File: src/verilog/cspoc_pkg.sv
package cspoc_pkg;
	// wishbone register byte offsets
	localparam logic [7:0] OFS_FUNC     = 8'h00;
	localparam logic [7:0] OFS_FIRST_SETPOINT     = 8'h04;
	localparam logic [7:0] OFS_SECOND_SETPOINT     = 8'h08;
	localparam logic [7:0] OFS_OFFSET   = 8'h0c;
	localparam logic [7:0] OFS_PULSE1   = 8'h10;
	localparam logic [7:0] OFS_PULSE2   = 8'h14;
	localparam logic [7:0] OFS_COUNT    = 8'h18;
	localparam logic [7:0] OFS_DISPLAY  = 8'h1c;
	localparam logic [7:0] OFS_STATUS   = 8'h20;
	// status field positions
	localparam int ST_OUT1 = 0;
	localparam int ST_OUT2 = 1;
	localparam int ST_RUN  = 2;
	localparam int ST_HOLD = 3;
	// widths and reset values
	localparam int CNT_W = 32;
	localparam int PT_W  = 20;
	localparam logic [3:0] FUNC_RESET = 4'h1;
	// output function codes
	localparam logic [3:0] F_MR1  = 4'h1;
	localparam logic [3:0] F_MR2  = 4'h2;
	localparam logic [3:0] F_MR3  = 4'h3;
	localparam logic [3:0] F_MR4  = 4'h4;
	localparam logic [3:0] F_MR5  = 4'h5;
	localparam logic [3:0] F_MR6  = 4'h6;
	localparam logic [3:0] F_MR7  = 4'h7;
	localparam logic [3:0] F_AR_CLR  = 4'h8;
	localparam logic [3:0] F_AR_RLD  = 4'h9;
	localparam logic [3:0] F_AR_STP  = 4'ha;
	localparam logic [3:0] F_AR_STRL = 4'hb;
	localparam logic [3:0] F_AR_DHC  = 4'hc;
	localparam logic [3:0] F_AR_DHR  = 4'hd;
	localparam logic [3:0] F_AR_CPZ  = 4'he;
	// timing: pulse units are 10 ms ticks
	localparam int CLK_MHZ   = 250;
	localparam int TICK_MS   = 10;
	localparam int TICK_CYC  = TICK_MS * 1000 * CLK_MHZ;
endpackage

File: src/verilog/cspoc_top.sv
`timescale 1ns/1ps
// Behaviour
// [RQ1] count equal to first setpoint asserts output 1 in every function
// [RQ2] nonzero output-1 pulse time drops output 1 when it elapses
// [RQ3] zero output-1 pulse time latches until manual reset or output 2
// [RQ4] manual functions: second setpoint asserts output 2, counting goes on
// [RQ5] output-2 pulse end drops output 2 and output 1 together
// [RQ6] manual reset loads count with reset offset
// [RQ7] function 4 ignores pulse times, output 2 latches until manual reset
// [RQ8] function 5 latches both until manual reset or count equals offset
// [RQ9] function 6: output 1 pulses or latches, output 2 as function 5
// [RQ10] function 7: output 2 latches if pulse zero, else drops at end
// [RQ11] clearing auto reset: second setpoint asserts output 2, clears count
// [RQ12] reloading auto reset: load second setpoint, keep counting
// [RQ13] stopping auto reset halts; pulse end clears count and drops output 2
// [RQ14] stop-reload: pulse end reloads second setpoint, restarts, drops out 2
// [RQ15] display hold clear: display shows second setpoint until pulse end
// [RQ16] display hold reload: reload and continue, display held to pulse end
// [RQ17] continue past zero: pulse end clears count and drops output 2
// [RQ18] pulse time in hundredths of a second, zero means indefinite
// [RQ19] output function register resets to selection 1
// [RQ20] setpoints compared every clock the count changes
// [RQ21] pulse timers run on 10 ms tick, restart on activation, stop on reset
module cspoc_top #(
	// tick length is open so a bench can shrink the 10 ms pulse unit
	parameter int TICK_CYC = cspoc_pkg::TICK_CYC
) (
	input  wire logic        mclk,
	input  wire logic        rst_n,
	input  wire logic        wb_cyc_i,
	input  wire logic        wb_stb_i,
	input  wire logic        wb_we_i,
	input  wire logic [7:0]  wb_adr_i,
	input  wire logic [3:0]  wb_sel_i,
	input  wire logic [31:0] wb_dat_i,
	output logic      [31:0] wb_dat_o,
	output logic             wb_ack_o,
	input  wire logic        count_up_pin,
	input  wire logic        count_dn_pin,
	input  wire logic        manual_reset_pin,
	output logic             out1,
	output logic             out2
);
	localparam int TW = $clog2(TICK_CYC + 1);
	localparam logic [TW-1:0] TICK_LAST = TW'(TICK_CYC - 1);
	localparam int CW = cspoc_pkg::CNT_W;
	localparam int PW = cspoc_pkg::PT_W;

	logic [3:0]    func;
	logic [CW-1:0] first_setpoint, second_setpoint, reset_offset, count;
	logic [PW-1:0] pulse1, pulse2, tmr1, tmr2;
	logic          run, hold;
	logic [TW-1:0] presc;
	logic [2:0]    sync_up, sync_dn, sync_mr;
	logic          mr_prev;

	// pins cross in through two flops; edge detect compares the second with its one-clock-delayed copy
	always_ff @(posedge mclk or negedge rst_n) begin
		if (!rst_n) begin
			sync_up <= 3'h0;
			sync_dn <= 3'h0;
			sync_mr <= 3'h0;
			mr_prev <= 1'b0;
		end else begin
			sync_up <= {sync_up[1:0], count_up_pin};
			sync_dn <= {sync_dn[1:0], count_dn_pin};
			sync_mr <= {sync_mr[1:0], manual_reset_pin};
			mr_prev <= sync_mr[1];
		end
	end
	wire up_ev = sync_up[1] & ~sync_up[2];
	wire dn_ev = sync_dn[1] & ~sync_dn[2];
	wire mr_lvl = sync_mr[1];
	wire mr_ev = mr_lvl & ~mr_prev;

	// 10 ms prescaler
	wire tick = (presc == TICK_LAST); // RQ21
	always_ff @(posedge mclk or negedge rst_n) begin
		if (!rst_n)
			presc <= '0;
		else
			presc <= tick ? '0 : presc + TW'(1);
	end

	// function classes
	wire f_manual = (func <= cspoc_pkg::F_MR7);
	wire f_nopulse = (func == cspoc_pkg::F_MR4) ||
		(func == cspoc_pkg::F_MR5);
	wire p1_used = !f_nopulse && (pulse1 != '0); // RQ2 RQ7 RQ8
	wire p2_used = (pulse2 != '0) && (func == cspoc_pkg::F_MR2 ||
		func == cspoc_pkg::F_MR3 || func == cspoc_pkg::F_MR7 ||
		!f_manual); // RQ7 RQ9 RQ10
	wire f_latch_off = (func == cspoc_pkg::F_MR5) ||
		(func == cspoc_pkg::F_MR6);

	// count step; comparison is made on the value being entered
	wire step = run & (up_ev ^ dn_ev);
	wire [CW-1:0] stepped = up_ev ? count + CW'(1) : count - CW'(1);
	wire hit1 = step && (stepped == first_setpoint); // RQ1 RQ20
	wire hit2 = step && (stepped == second_setpoint); // RQ4 RQ20
	wire at_off = step && (stepped == reset_offset); // RQ8
	// a new hit reloads its timer and wins over a pulse end in that cycle
	wire end1 = out1 && p1_used && tick && (tmr1 == PW'(1)) &&
		!hit1; // RQ2
	wire end2 = out2 && p2_used && tick && (tmr2 == PW'(1)) &&
		!hit2; // RQ5

	logic [CW-1:0] next_count;
	logic          next_run, next_out1, next_out2, next_hold;
	always_comb begin
		next_count = step ? stepped : count;
		next_run = run;
		next_hold = hold;
		next_out1 = out1;
		next_out2 = out2;
		if (hit1)
			next_out1 = 1'b1; // RQ1
		if (end1)
			next_out1 = 1'b0; // RQ2
		if (hit2) begin
			next_out2 = 1'b1; // RQ4
			case (func)
				cspoc_pkg::F_AR_CLR: next_count = '0; // RQ11
				cspoc_pkg::F_AR_RLD: next_count = second_setpoint; // RQ12
				cspoc_pkg::F_AR_STP, cspoc_pkg::F_AR_STRL: begin
					next_run = 1'b0; // RQ13
				end
				cspoc_pkg::F_AR_DHC: begin
					next_count = '0; // RQ15
					next_hold = 1'b1;
				end
				cspoc_pkg::F_AR_DHR: begin
					next_count = second_setpoint; // RQ16
					next_hold = 1'b1;
				end
				default: next_count = stepped; // RQ17
			endcase
		end
		if (end2) begin
			next_out2 = 1'b0; // RQ5
			next_out1 = hit1; // RQ5
			next_hold = 1'b0; // RQ15 RQ16
			case (func)
				cspoc_pkg::F_AR_STP, cspoc_pkg::F_AR_CPZ: begin
					next_count = '0; // RQ13 RQ17
					next_run = 1'b1;
				end
				cspoc_pkg::F_AR_STRL: begin
					next_count = second_setpoint; // RQ14
					next_run = 1'b1;
				end
				default: ;
			endcase
		end
		if (f_latch_off && at_off && !hit1 && !hit2) begin
			next_out1 = (func == cspoc_pkg::F_MR6) ? out1 : 1'b0; // RQ8
			next_out2 = 1'b0; // RQ8 RQ9
		end
		if (mr_ev) begin
			next_count = reset_offset; // RQ6
			next_run = 1'b1;
			next_hold = 1'b0;
			next_out1 = 1'b0; // RQ3
			next_out2 = 1'b0; // RQ7 RQ10
		end
	end

	always_ff @(posedge mclk or negedge rst_n) begin
		if (!rst_n) begin
			count <= '0;
			run <= 1'b1;
			hold <= 1'b0;
			out1 <= 1'b0;
			out2 <= 1'b0;
		end else begin
			count <= next_count;
			run <= next_run;
			hold <= next_hold;
			out1 <= next_out1;
			out2 <= next_out2;
		end
	end

	// pulse timers count down in 10 ms ticks from the programmed value
	always_ff @(posedge mclk or negedge rst_n) begin
		if (!rst_n) begin
			tmr1 <= '0;
			tmr2 <= '0;
		end else begin
			if (mr_ev)
				tmr1 <= '0; // RQ21
			else if (hit1)
				tmr1 <= pulse1; // RQ21 RQ18
			else if (tick && tmr1 != '0)
				tmr1 <= tmr1 - PW'(1);
			if (mr_ev)
				tmr2 <= '0; // RQ21
			else if (hit2)
				tmr2 <= pulse2; // RQ21 RQ18
			else if (tick && tmr2 != '0)
				tmr2 <= tmr2 - PW'(1);
		end
	end

	// wishbone slave: ack one cycle after request, dropped the next
	wire req = wb_cyc_i & wb_stb_i & ~wb_ack_o;
	wire wr = req & wb_we_i & (&wb_sel_i);
	logic [31:0] rd_mux;
	always_comb begin
		case (wb_adr_i)
			cspoc_pkg::OFS_FUNC:    rd_mux = {28'h0, func};
			cspoc_pkg::OFS_FIRST_SETPOINT:    rd_mux = first_setpoint;
			cspoc_pkg::OFS_SECOND_SETPOINT:    rd_mux = second_setpoint;
			cspoc_pkg::OFS_OFFSET:  rd_mux = reset_offset;
			cspoc_pkg::OFS_PULSE1:  rd_mux = {12'h0, pulse1};
			cspoc_pkg::OFS_PULSE2:  rd_mux = {12'h0, pulse2};
			cspoc_pkg::OFS_COUNT:   rd_mux = count;
			cspoc_pkg::OFS_DISPLAY: rd_mux = hold ? second_setpoint : count;
			cspoc_pkg::OFS_STATUS:  rd_mux = {28'h0, hold, run, out2, out1};
			default:                rd_mux = 32'h0;
		endcase
	end

	always_ff @(posedge mclk or negedge rst_n) begin
		if (!rst_n) begin
			wb_ack_o <= 1'b0;
			wb_dat_o <= 32'h0;
			func <= cspoc_pkg::FUNC_RESET; // RQ19
			first_setpoint <= '0;
			second_setpoint <= '0;
			reset_offset <= '0;
			pulse1 <= '0;
			pulse2 <= '0;
		end else begin
			wb_ack_o <= req;
			wb_dat_o <= req ? rd_mux : 32'h0;
			if (wr) begin
				case (wb_adr_i)
					cspoc_pkg::OFS_FUNC:   func <= wb_dat_i[3:0]; // RQ19
					cspoc_pkg::OFS_FIRST_SETPOINT:   first_setpoint <= wb_dat_i;
					cspoc_pkg::OFS_SECOND_SETPOINT:   second_setpoint <= wb_dat_i;
					cspoc_pkg::OFS_OFFSET: reset_offset <= wb_dat_i;
					cspoc_pkg::OFS_PULSE1: pulse1 <= wb_dat_i[PW-1:0];
					cspoc_pkg::OFS_PULSE2: pulse2 <= wb_dat_i[PW-1:0];
					default: ;
				endcase
			end
		end
	end

	a_out1_on_hit: assert property ( // RQ1
		@(posedge mclk) disable iff (!rst_n)
		hit1 && !mr_ev && !(end2) |=> out1)
		else $error("output 1 not set at first setpoint");
	a_mr_loads: assert property ( // RQ6
		@(posedge mclk) disable iff (!rst_n)
		mr_ev |=> count == $past(reset_offset) && !out1 && !out2)
		else $error("manual reset did not load offset");
	a_end2_both: assert property ( // RQ5
		@(posedge mclk) disable iff (!rst_n)
		end2 && !hit2 && !hit1 |=> !out2 && !out1)
		else $error("pulse end left an output on");
	a_clr_count: assert property ( // RQ11
		@(posedge mclk) disable iff (!rst_n)
		hit2 && !mr_ev && func == cspoc_pkg::F_AR_CLR |=>
		count == '0 && out2)
		else $error("clearing function did not clear");
	a_rld_count: assert property ( // RQ12
		@(posedge mclk) disable iff (!rst_n)
		hit2 && !mr_ev && func == cspoc_pkg::F_AR_RLD |=>
		count == $past(second_setpoint))
		else $error("reload function did not reload");
	a_stop_halts: assert property ( // RQ13
		@(posedge mclk) disable iff (!rst_n)
		hit2 && !mr_ev && func == cspoc_pkg::F_AR_STP |=> !run)
		else $error("stopping function kept counting");
	a_f4_latch: assert property ( // RQ7
		@(posedge mclk) disable iff (!rst_n)
		func == cspoc_pkg::F_MR4 && out2 && !mr_ev && $stable(func)
		|=> out2)
		else $error("function 4 output 2 dropped");
	a_tmr_load: assert property ( // RQ21
		@(posedge mclk) disable iff (!rst_n)
		hit1 && !mr_ev |=> tmr1 == $past(pulse1))
		else $error("pulse timer not restarted");
	a_func_reset: assert property ( // RQ19
		@(posedge mclk) $rose(rst_n) |-> func == cspoc_pkg::FUNC_RESET)
		else $error("function not reset to default");
	a_end1_drops: assert property ( // RQ2
		@(posedge mclk) disable iff (!rst_n)
		end1 && !mr_ev |=> !out1)
		else $error("output 1 stayed on after its pulse");
	a_stop_end: assert property ( // RQ13
		@(posedge mclk) disable iff (!rst_n)
		end2 && !mr_ev && func == cspoc_pkg::F_AR_STP |=>
		count == '0 && run && !out2)
		else $error("stopping function pulse end wrong");
	a_strl_end: assert property ( // RQ14
		@(posedge mclk) disable iff (!rst_n)
		end2 && !mr_ev && func == cspoc_pkg::F_AR_STRL |=>
		count == $past(second_setpoint) && run && !out2)
		else $error("stop-reload pulse end wrong");
	a_hold_set: assert property ( // RQ15
		@(posedge mclk) disable iff (!rst_n)
		hit2 && !mr_ev && func == cspoc_pkg::F_AR_DHC |=>
		hold && count == '0)
		else $error("display hold not entered");
	a_hold_clear: assert property ( // RQ16
		@(posedge mclk) disable iff (!rst_n)
		end2 && !mr_ev |=> !hold)
		else $error("display hold kept after pulse end");
	a_f5_offset: assert property ( // RQ8
		@(posedge mclk) disable iff (!rst_n)
		func == cspoc_pkg::F_MR5 && at_off && !hit1 && !hit2 && !mr_ev
		|=> !out1 && !out2)
		else $error("function 5 outputs kept at offset");
	a_tmr_stop: assert property ( // RQ21
		@(posedge mclk) disable iff (!rst_n)
		mr_ev |=> tmr1 == '0 && tmr2 == '0)
		else $error("pulse timers not stopped by manual reset");
	c_hit1: cover property (@(posedge mclk) disable iff (!rst_n) hit1);
	c_end2: cover property (@(posedge mclk) disable iff (!rst_n) end2);
	c_mr: cover property (@(posedge mclk) disable iff (!rst_n) mr_ev);
	c_end1: cover property (@(posedge mclk) disable iff (!rst_n) end1);
	c_hold: cover property (@(posedge mclk) disable iff (!rst_n) hold);
endmodule // cspoc_top

File: config.mk
export PLATFORM = sky130hd
export DESIGN_NAME = cspoc_top
export DESIGN_NICKNAME = d
export VERILOG_FILES = /design/src/verilog/cspoc_pkg.sv /design/src/verilog/cspoc_top.sv
export SDC_FILE = /design/constraint.sdc
export NUM_CORES = 1
export LEC_CHECK = 0
export BUFFER_PORTS_ARGS = -buffer_cell sky130_fd_sc_hd__buf_2
export CAP_MARGIN = 20
export CORE_AREA = 5 5 201 281
export DETAILED_ROUTE_END_ITERATION = 12
export DIE_AREA = 0 0 206 286
export MAX_ROUTING_LAYER = met4
export PLACE_DENSITY = 0.63
export SYNTH_ARGS = -nofsm -noshare
export SYNTH_HDL_FRONTEND = slang
export SYNTH_SLANG_ARGS = --single-unit
File: constraint.sdc
create_clock -name mclk -period 4.7 [get_ports mclk]
set_input_delay 0.235 -clock mclk [delete_from_list [all_inputs] [get_ports mclk]]
set_output_delay 0.235 -clock mclk [all_outputs]
set_load 0.1 [all_outputs]
# Word-level counts from Yosys, hierarchy flattened
# Cells that the tools add are included.
# op_classes
n_addsub,5
mul,0
n_div,0
magnitude_cmp,1
eq_ne,28
n_shift,0
muxes,36
n_bitwise,13
n_reduce_logical,53
# op_table
cell,count
32-bit one-hot mux with 9 select lines,1
32-bit 2-to-1 mux,7
20-bit 2-to-1 mux,6
32-bit equality test,3
32-bit one-hot mux with 3 select lines,1
20-bit nonzero test,4
32-bit one-hot mux with 2 select lines,1
"20-bit by 1-bit equality test with 1-bit output, second input constant",2
"20-bit by 1-bit subtractor with 20-bit output, second input constant",2
"32-bit by 1-bit adder with 32-bit output, second input constant",1
"8-bit by 5-bit equality test with 1-bit output, second input constant",4
"32-bit by 1-bit subtractor with 32-bit output, second input constant",1
"4-bit equality test, second input constant",7
"22-bit by 1-bit adder with 22-bit output, second input constant",1
"22-bit equality test, second input constant",1
22-bit 2-to-1 mux,1
1-bit 2-to-1 mux,19
1-bit logical AND,18
"4-bit by 3-bit equality test with 1-bit output, second input constant",4
"8-bit by 4-bit equality test with 1-bit output, second input constant",2
2-bit AND reduction,8
3-bit nonzero test,4
2-bit OR reduction,5
1-bit bitwise AND,8
other kinds (14),25
# word_totals
reg_bits,280
latchBits,0
ramBits,0
rom_bits,0
inputBits,52
out_inout_bits,35
wordCells,156
memories,0

# Logic depth before layout (Yosys ltp)
# Gate-level depths: netlist (run 1).
# depth
word_depth,12
depth_mapped,19
mapped_depth_nobuf,14

# Least setup slack after synthesis (run 1)
# No wires, ideal clock.
# synth_path
kind,reg-to-reg
from,register sync_up[2]
to,register count[26]
t_arrival_ns,4.607
required_time_ns,4.574
setup_slack_ns,-0.033
path_stages_with_launch,16
synth_period_minus_slack_ns,4.733
path_cell_list,dfrtp_1 -> nor2b_1 -> inv_1 -> ha_1 -> buf_2 -> a21oi_2 -> o21ai_2 -> a211oi_2 -> mux2i_1 -> o311ai_0 -> or4_1 -> or4_4 -> nor3_4 -> a211oi_2 -> clkbuf_1 -> a221o_1
# synth_between
elab_chain_len,10
elab_cells_between_ends,15
classes_between,1 x eq/ne; 7 x mux; 4 x bitwise; 3 x reduce/logical
# synth_lines
element,line,source
"start, declared",cspoc_top.sv:54,"logic [2:0] sync_up, sync_dn, sync_mr;"
"start signal, assigned",cspoc_top.sv:65,"sync_up <= {sync_up[1:0], count_up_pin};"
1-bit NOT (*),cspoc_top.sv:71,wire up_ev = sync_up[1] & ~sync_up[2];
1-bit bitwise AND (*),cspoc_top.sv:71,
1-bit XOR,cspoc_top.sv:97,wire step = run & (up_ev ^ dn_ev);
1-bit bitwise AND,cspoc_top.sv:97,
32-bit 2-to-1 mux,cspoc_top.sv:111,next_count = step ? stepped : count;
32-bit one-hot mux with 3 select lines,cspoc_top.sv:122,case (func)
32-bit 2-to-1 mux,cspoc_top.sv:120,if (hit2) begin
32-bit one-hot mux with 2 select lines,cspoc_top.sv:143,case (func)
32-bit 2-to-1 mux (*),cspoc_top.sv:139,if (end2) begin
32-bit 2-to-1 mux (*),cspoc_top.sv:159,if (mr_ev) begin
via next_count[26],cspoc_top.sv:108,logic [CW-1:0] next_count;
"end signal, assigned",cspoc_top.sv:176,count <= next_count;
"end, declared",cspoc_top.sv:50,"logic [CW-1:0] first_setpoint, second_setpoint, reset_offset, count;"
# The timed path passes the listed nets; every way through them passes the cells marked *.
# A chain may end at the register's enable or synchronous reset.

# Worst setup path in the final report (run 1)
# layout_path
from,register sync_up[2]
to,register tmr1[7]
# layout_between
elab_chain_len,7
elab_cells_between_ends,10
classes_between,1 x eq/ne; 3 x mux; 4 x bitwise; 2 x reduce/logical
# layout_lines
element,line,source
1-bit NOT (*),cspoc_top.sv:71,
1-bit bitwise AND (*),cspoc_top.sv:71,
32-bit 2-to-1 mux / 1-bit XOR (equally long branches),"cspoc_top.sv:98, cspoc_top.sv:97",
32-bit equality test / 1-bit bitwise AND (equally long branches),"cspoc_top.sv:99, cspoc_top.sv:97",
1-bit logical AND (*),cspoc_top.sv:99,wire hit1 = step && (stepped == first_setpoint);
20-bit 2-to-1 mux,cspoc_top.sv:192,else if (hit1)
20-bit 2-to-1 mux,cspoc_top.sv:190,if (mr_ev)
"end signal, assigned",cspoc_top.sv:193,tmr1 <= pulse1;
"end signal, assigned",cspoc_top.sv:195,tmr1 <= tmr1 - PW'(1);
"end, declared",cspoc_top.sv:51,"logic [PW-1:0] pulse1, pulse2, tmr1, tmr2;"
# Every way passes the cells marked *; elsewhere a longest branch is shown, timed or not.

==> qor.yml, run 1 <==
drc_errors: 0
cpMaxStageDelayCell: "ha_2"
place_area_um2: 20900
synth_top_area_share_pct: 37.4
io_buffers: 86
drtAntennaViolNets: 0
io_pins: 87
grt_max_degree: 120
fin_skew_ps: 11.3
final_common_cell: "dfrtp_1"
slowest_delay_ps: 430
hold_path_end: "first_setpoint[10]"
cts_tree: "done"
hold_slack_ps: 23.6
synth.yosys.seq_area_share_pct: 37.7
worstPathCellList: "nor2b_4 -> clkinvlp_4 -> buf_12 -> ha_2 -> nand4_1 -> a21oi_1 -> o31ai_4 -> buf_4 -> a21bo_2 -> a221oi_4 -> buf_4 -> xor2_1 -> nor2_1 -> nand4_1 -> buf_4 -> nor4_4 -> buf_4 -> buf_12 -> mux2i_1 -> nor2_1"
clkSinkCount: 280
place_inst: 2833
core-area_um2: 53700
avgSynthCellArea_um2: 9.45
r2r_start: "sync_up[2]"
yosys_most_used_dff: "dfrtp_1"
antenna_found_initial: 0
tns_ps: 0
fill_cells: 5261
worst_ep_required_time_ps: 5130
syn_nets: 2062
fin_area_um2: 22700
cp-end-kind: "flop"
async_reset_ff_share_pct: 100
fin_ws_ps: 82.2
critPathMaxFanout: 18
grt_use_total_pct: 24.6
cts_root_buf: "clkbuf_16"
yosysWarnings: 0
nets: 2281
min_period_ps: 4620
numCtsBuffers: 28
pre_cts_ws_ps: -79.2
wirelength_mm: 72.9
final_util_pct: 42.3
synth-edff-count: 0
drt_iter0_markers: 1678
drive_above_1_share_pct: 26.4
dieWidth_um: 206
grt_pass1_wl_mm: 108
run_status: "complete, no violations"
yosysTopAreaCell: "dfrtp_1"
cts.reportedPaths.clkPinSlew_ps: 70
final_cells: 2930
clock_latency_ps: 570
syn-cell-area_um2: 18600
path_class: "flop to flop"
r2r_end: "tmr1[7]"
synth_area_leaders: "dfrtp_1, mux2_2, xnor2_1"
wl_per_cell_um: 24.9
clockBufferDepth: 3
fin_crit_sh_pct: 98.3
reg2reg_setup_slack_ps: 80
die_h_um: 286
dr.pass1.iters: 7
rows: 101
syn_to_final_growth_pct: 22.1
r2r_cells: 20
tightest_slew_ps: 1180
synth_seq_cells: 280
dieArea_um2: 58900
htreeDepth: 1
hold_depth: 2
vdd_drop_max_v: 0.000365
crit_top_cell: "buf_4"
vias: 17200
initial_core_util_pct: 34.6
p_leak_nw: 9.97
startpoint_type: "flop"
place_hpwl_mm: 56.5
hold_path.startpoint: "wb_dat_i[10]"
relSlewSlack_pct: 21.2
cp.arrival_ps: 5050
powerDensity_nw_per_um2: 592
hold_viol: 0
antenna_cells: 0
p_total_mw: 13.4
final-setup-viol-count: 0
synth.distinct_cells: 104
vias_per_cell: 5.86
hold_path_class: "input pin to flop"
layout_common_cells: "dfrtp_1, nand2_1, buf_4, nor2_1, mux2_2"
maxCapViolCount: 0
fmax_mhz: 217
syn-instance-count: 1968
gp_congestion: 1.02
overflow: 0
drv_slew: 0
grt_pass1_vias: 17200
==> registers in the layout, indices dropped and copies added, names as in the netlist <==
| signal | flops |
|---|---|
| second_setpoint | 32 |
| tmr2 | 20 |
| pulse2 | 20 |
| hold | 1 |
| wb_dat_o | 32 |
| tmr1 | 20 |
| sync_up | 3 |
| pulse1 | 20 |
| out2 | 1 |
| func | 4 |
| sync_mr | 2 |
| presc | 22 |
| mr_prev | 1 |
| reset_offset | 32 |
| wb_ack_o | 1 |
| count | 32 |
| first_setpoint | 32 |
| run | 1 |
| out1 | 1 |
| sync_dn | 3 |
==> synth_stat cells (all sizes together), types with 20 or more instances <==
master,instances
xor2,67
inv,21
ha,41
nor3,39
mux2i,27
nand3,46
a211oi,46
clkbuf,89
dfrtp,278
a22o,20
xnor2,109
a21oi,101
nor2,171
nand2,232
o21ai,73
nand4,33
a222oi,33
nor4,40
mux2,140
a22oi,32
a31oi,21
buf,38
==> what timing repair did <==
action,CTS,global route
hold buffers,33,0
gates cloned,0,1
buffers inserted,0,11
pin swaps,0,11
hold endpoints to repair,216,0
resized for setup,4,57
endpoints found under the setup margin,20,76
==> cell families (layout without fill, tap and decap cells) <==
kind of cell,Yosys count,after routing,share of synthesized area [%]
compound gates,464,464,18.6
xor+xnor,187,187,9.74
fa+ha+maj,42,42,2.87
buf+inv,149,390,3.55
flops,280,280,37.7
mux,167,167,9.94
simple gates,679,679,17.6
==> cell type report <==
type	count	area, µm²	share of cell area (%)
inverters	21	82.6	0.364
multi-input cells	1539	11300	49.6
clock buffers	35	798	3.52
flip-flops and latches	280	7010	30.9
repair buffers	317	2410	10.6
clock inverters	17	240	1.06
well taps	721	902	3.97
==> layer usage <==
metal  global-route usage, %  share of wire [%]
met4                    13.7                7.0
met3                    2.35                5.0
met1                    27.6                 37
met5                       -                  0
met2                    42.7                 51
==> report_power, final <==
group          internal (mW)  leakage, nW  switching, mW  total (mW)
clock                   1.49        0.509           1.03        2.53
combinational           3.53         5.64           4.63        8.15
sequential              2.53         3.82          0.221        2.75
total                   7.55         9.97           5.88        13.4
==> worst max path at each step <==
| stage | startpoint | to | slack [ps] | depth (start not counted) |
|---|---|---|---|---|
| detailed placement | sync_up[2] | tmr1[7] | -80 | 19 |
| floorplan | sync_up[2] | count[26] | 9 | 15 |
| global route | sync_up[2] | count[29] | -3 | 18 |
| CTS | sync_up[1] | tmr1[7] | 8 | 19 |
| finish | sync_up[2] | tmr1[7] | 80 | 20 |
| global placement | sync_up[2] | tmr1[9] | -10 | 19 |
==> worst max-delay path: cells and delay by family, from the launching register on <==
| family | cells | cell delay (ps) |
|---|---|---|
| flops | 1 | 400 |
| compound gates | 4 | 1030 |
| mux | 1 | 230 |
| fa+ha+maj | 1 | 430 |
| buf+inv | 7 | 1250 |
| simple gates | 6 | 960 |
| xor+xnor | 1 | 130 |
Power figures use the tool's default switching activity.
==> inputs of run 2 (changes only) <==
- PLACE_DENSITY: 0.63 -> 0.61
- REMOVE_ABC_BUFFERS: not set -> 1
- clock period: 4.7 -> 4.85 ns (I/O delays scaled with it)
==> run 2 against run 1 <==
Compared with the run above: sequential cell count unchanged; largest cell class unchanged; design area decreased by 3.1%; via count decreased by 0.65%.
==> qor.yml, run 2 (same netlist as run 1, synthesis figures left out) <==
run_status: "complete, no violations"
vias_per_cell: 5.91  # +0.72%
nets: 2236  # -2.0%
grt_pass1_vias: 17400  # +1.2%
core-area_um2: 53700  # unchanged
clockBufferDepth: 3  # unchanged
htreeDepth: 1  # unchanged
startpoint_type: "flop"
numCtsBuffers: 31  # +11%
grt_max_degree: 133  # +11%
clock_latency_ps: 600  # +30 ps
gp_congestion: 1.03  # +0.69%
cts_setup_buffers: 0  # unchanged
final-setup-viol-count: 0  # unchanged
wirelength_mm: 72.9  # about the same
final_cells: 2890  # -1.4%
overflow: 0  # unchanged
vias: 17100  # -0.65%
rsz0062_at_grt: "no"
cts_tree: "done"
layout_common_cells: "dfrtp_1, nand2_1, nor2_1, buf_4, mux2_2"
hold_viol: 0  # unchanged
io_buffers: 86  # unchanged
path_class: "flop to flop"
fin_crit_sh_pct: 96.8  # -1.4 points
io_pins: 87  # unchanged
dr.pass1.iters: 7  # unchanged
grt_pass1_wl_mm: 110  # +1.4%
initial_core_util_pct: 34.6  # unchanged
cp-end-kind: "flop"
tightest_slew_ps: 1200  # +21.7 ps
vdd_drop_max_v: 0.000262  # -28%
antenna_found_initial: 2  # +2
dieWidth_um: 206  # unchanged
fin_skew_ps: 39.2  # +27.9 ps
fmax_mhz: 213  # -1.7%
maxCapViolCount: 0  # unchanged
critPathMaxFanout: 23  # +5
drv_slew: 0  # unchanged
p_leak_nw: 9.63  # -3.4%
fill_cells: 5319  # +1.1%
worst_ep_required_time_ps: 5290  # +160 ps
cts_root_buf: "clkbuf_16"
drive_above_1_share_pct: 22.8  # -3.6 points
cts.reportedPaths.clkPinSlew_ps: 70  # about the same
hold_path_class: "input pin to flop"
wl_per_cell_um: 25.2  # +1.4%
hold_slack_ps: 27.1  # +3.44 ps
final_util_pct: 40.9  # -1.3 points
place_inst: 2796  # -1.3%
rows: 101  # unchanged
place_hpwl_mm: 55.6  # -1.5%
clkSinkCount: 280  # unchanged
relSlewSlack_pct: 19.9  # -1.3 points
min_period_ps: 4700  # +79.2 ps
syn_to_final_growth_pct: 18.3
grt_use_total_pct: 24.9  # +0.26 points
drt_iter0_markers: 1742  # +3.8%
drc_errors: 0  # unchanged
final_common_cell: "dfrtp_1"
die_h_um: 286  # unchanged
drtAntennaViolNets: 0  # unchanged
powerDensity_nw_per_um2: 546  # -7.7%
dieArea_um2: 58900  # unchanged
cp.arrival_ps: 5140  # +90 ps
[run 2: cell count changes in the layout (fill, tap and decap cells not counted), moves of 6 or more]
cell      delta
ha_2         -9
buf_4       -42
ha_1        +11
o21ai_0      +6
clkbuf_1    +11
[run 2: repair_timing]
action,in CTS,in global routing
resized for setup,4,12
pin swaps,0,1
hold buffers,34,0
gates cloned,0,0
endpoints found under the hold margin,196,0
endpoints found under the setup margin,62,49
[run 2: final timing paths]
check | start | end | slack, ps | cells after the start
min in group asynchronous | rst_n | pulse2[6] | 310 | 2
worst min-delay path | wb_dat_i[6] | second_setpoint[6] | 30 | 2
worst max-delay path | sync_up[1] | tmr1[8] | 150 | 16
worst min register to register | sync_dn[0] | sync_dn[1] | 350 | 0
max in group asynchronous | rst_n | reset_offset[11] | 3080 | 3
worst max register to register | sync_up[1] | tmr1[8] | 150 | 16
[run 2: routing by layer]
layer  part of all wire, %  vias up  track usage (%)
met4                   6.6        0             12.9
met3                   5.5      231             2.51
met2                    50      755             42.5
li1                      -     7618                -
met5                     0        -                -
met1                    38     8466             28.8
[run 2: layout make-up]
type | count | area [µm²] | area share (%)
diodes | 3 | 7.51 | 0.0341
clock buffers | 48 | 890 | 4.05
clock inverters | 9 | 61.3 | 0.279
inverters | 21 | 78.8 | 0.359
multi-input cells | 1539 | 11100 | 50.3
flip-flops and latches | 280 | 7010 | 31.9
well taps | 721 | 902 | 4.10
repair buffers | 269 | 1970 | 8.98
[run 2: metrics by stage]
stage	instance area, µm²	power [mW]	setup slack, ps	setup TNS [ps]
2_1_floorplan	18000	6.88	-872	-49400
5_1_grt	22000	12.6	2.77	0
6_report	22000	12.0	153	0
4_1_cts	21900	11.9	13.9	0
3_5_place_dp	20600	9.53	-202	-4820
3_3_place_gp	20600	9.54	-246	-9100
[run 2: critical path, cell delays in order, from the launching register on]
cell and delay [ps]:
dfrtp_1 370, nor2b_1 140, inv_1 110, buf_4 270
ha_1 400, nand2_1 290, nor2_1 110, a211o_1 350
and2_2 220, a211oi_4 350, xnor3_1 280, a21o_1 170
or4_4 570, nor4_4 380, buf_12 240, mux2i_1 220
nor2_1 50
[run 2: report_power, final]
part | leakage [nW] | internal (mW) | switching [mW] | total (mW)
combinational | 5.35 | 2.92 | 4.15 | 7.07
clock | 0.461 | 1.26 | 1.02 | 2.28
sequential | 3.82 | 2.45 | 0.207 | 2.66
total | 9.63 | 6.63 | 5.38 | 12.0
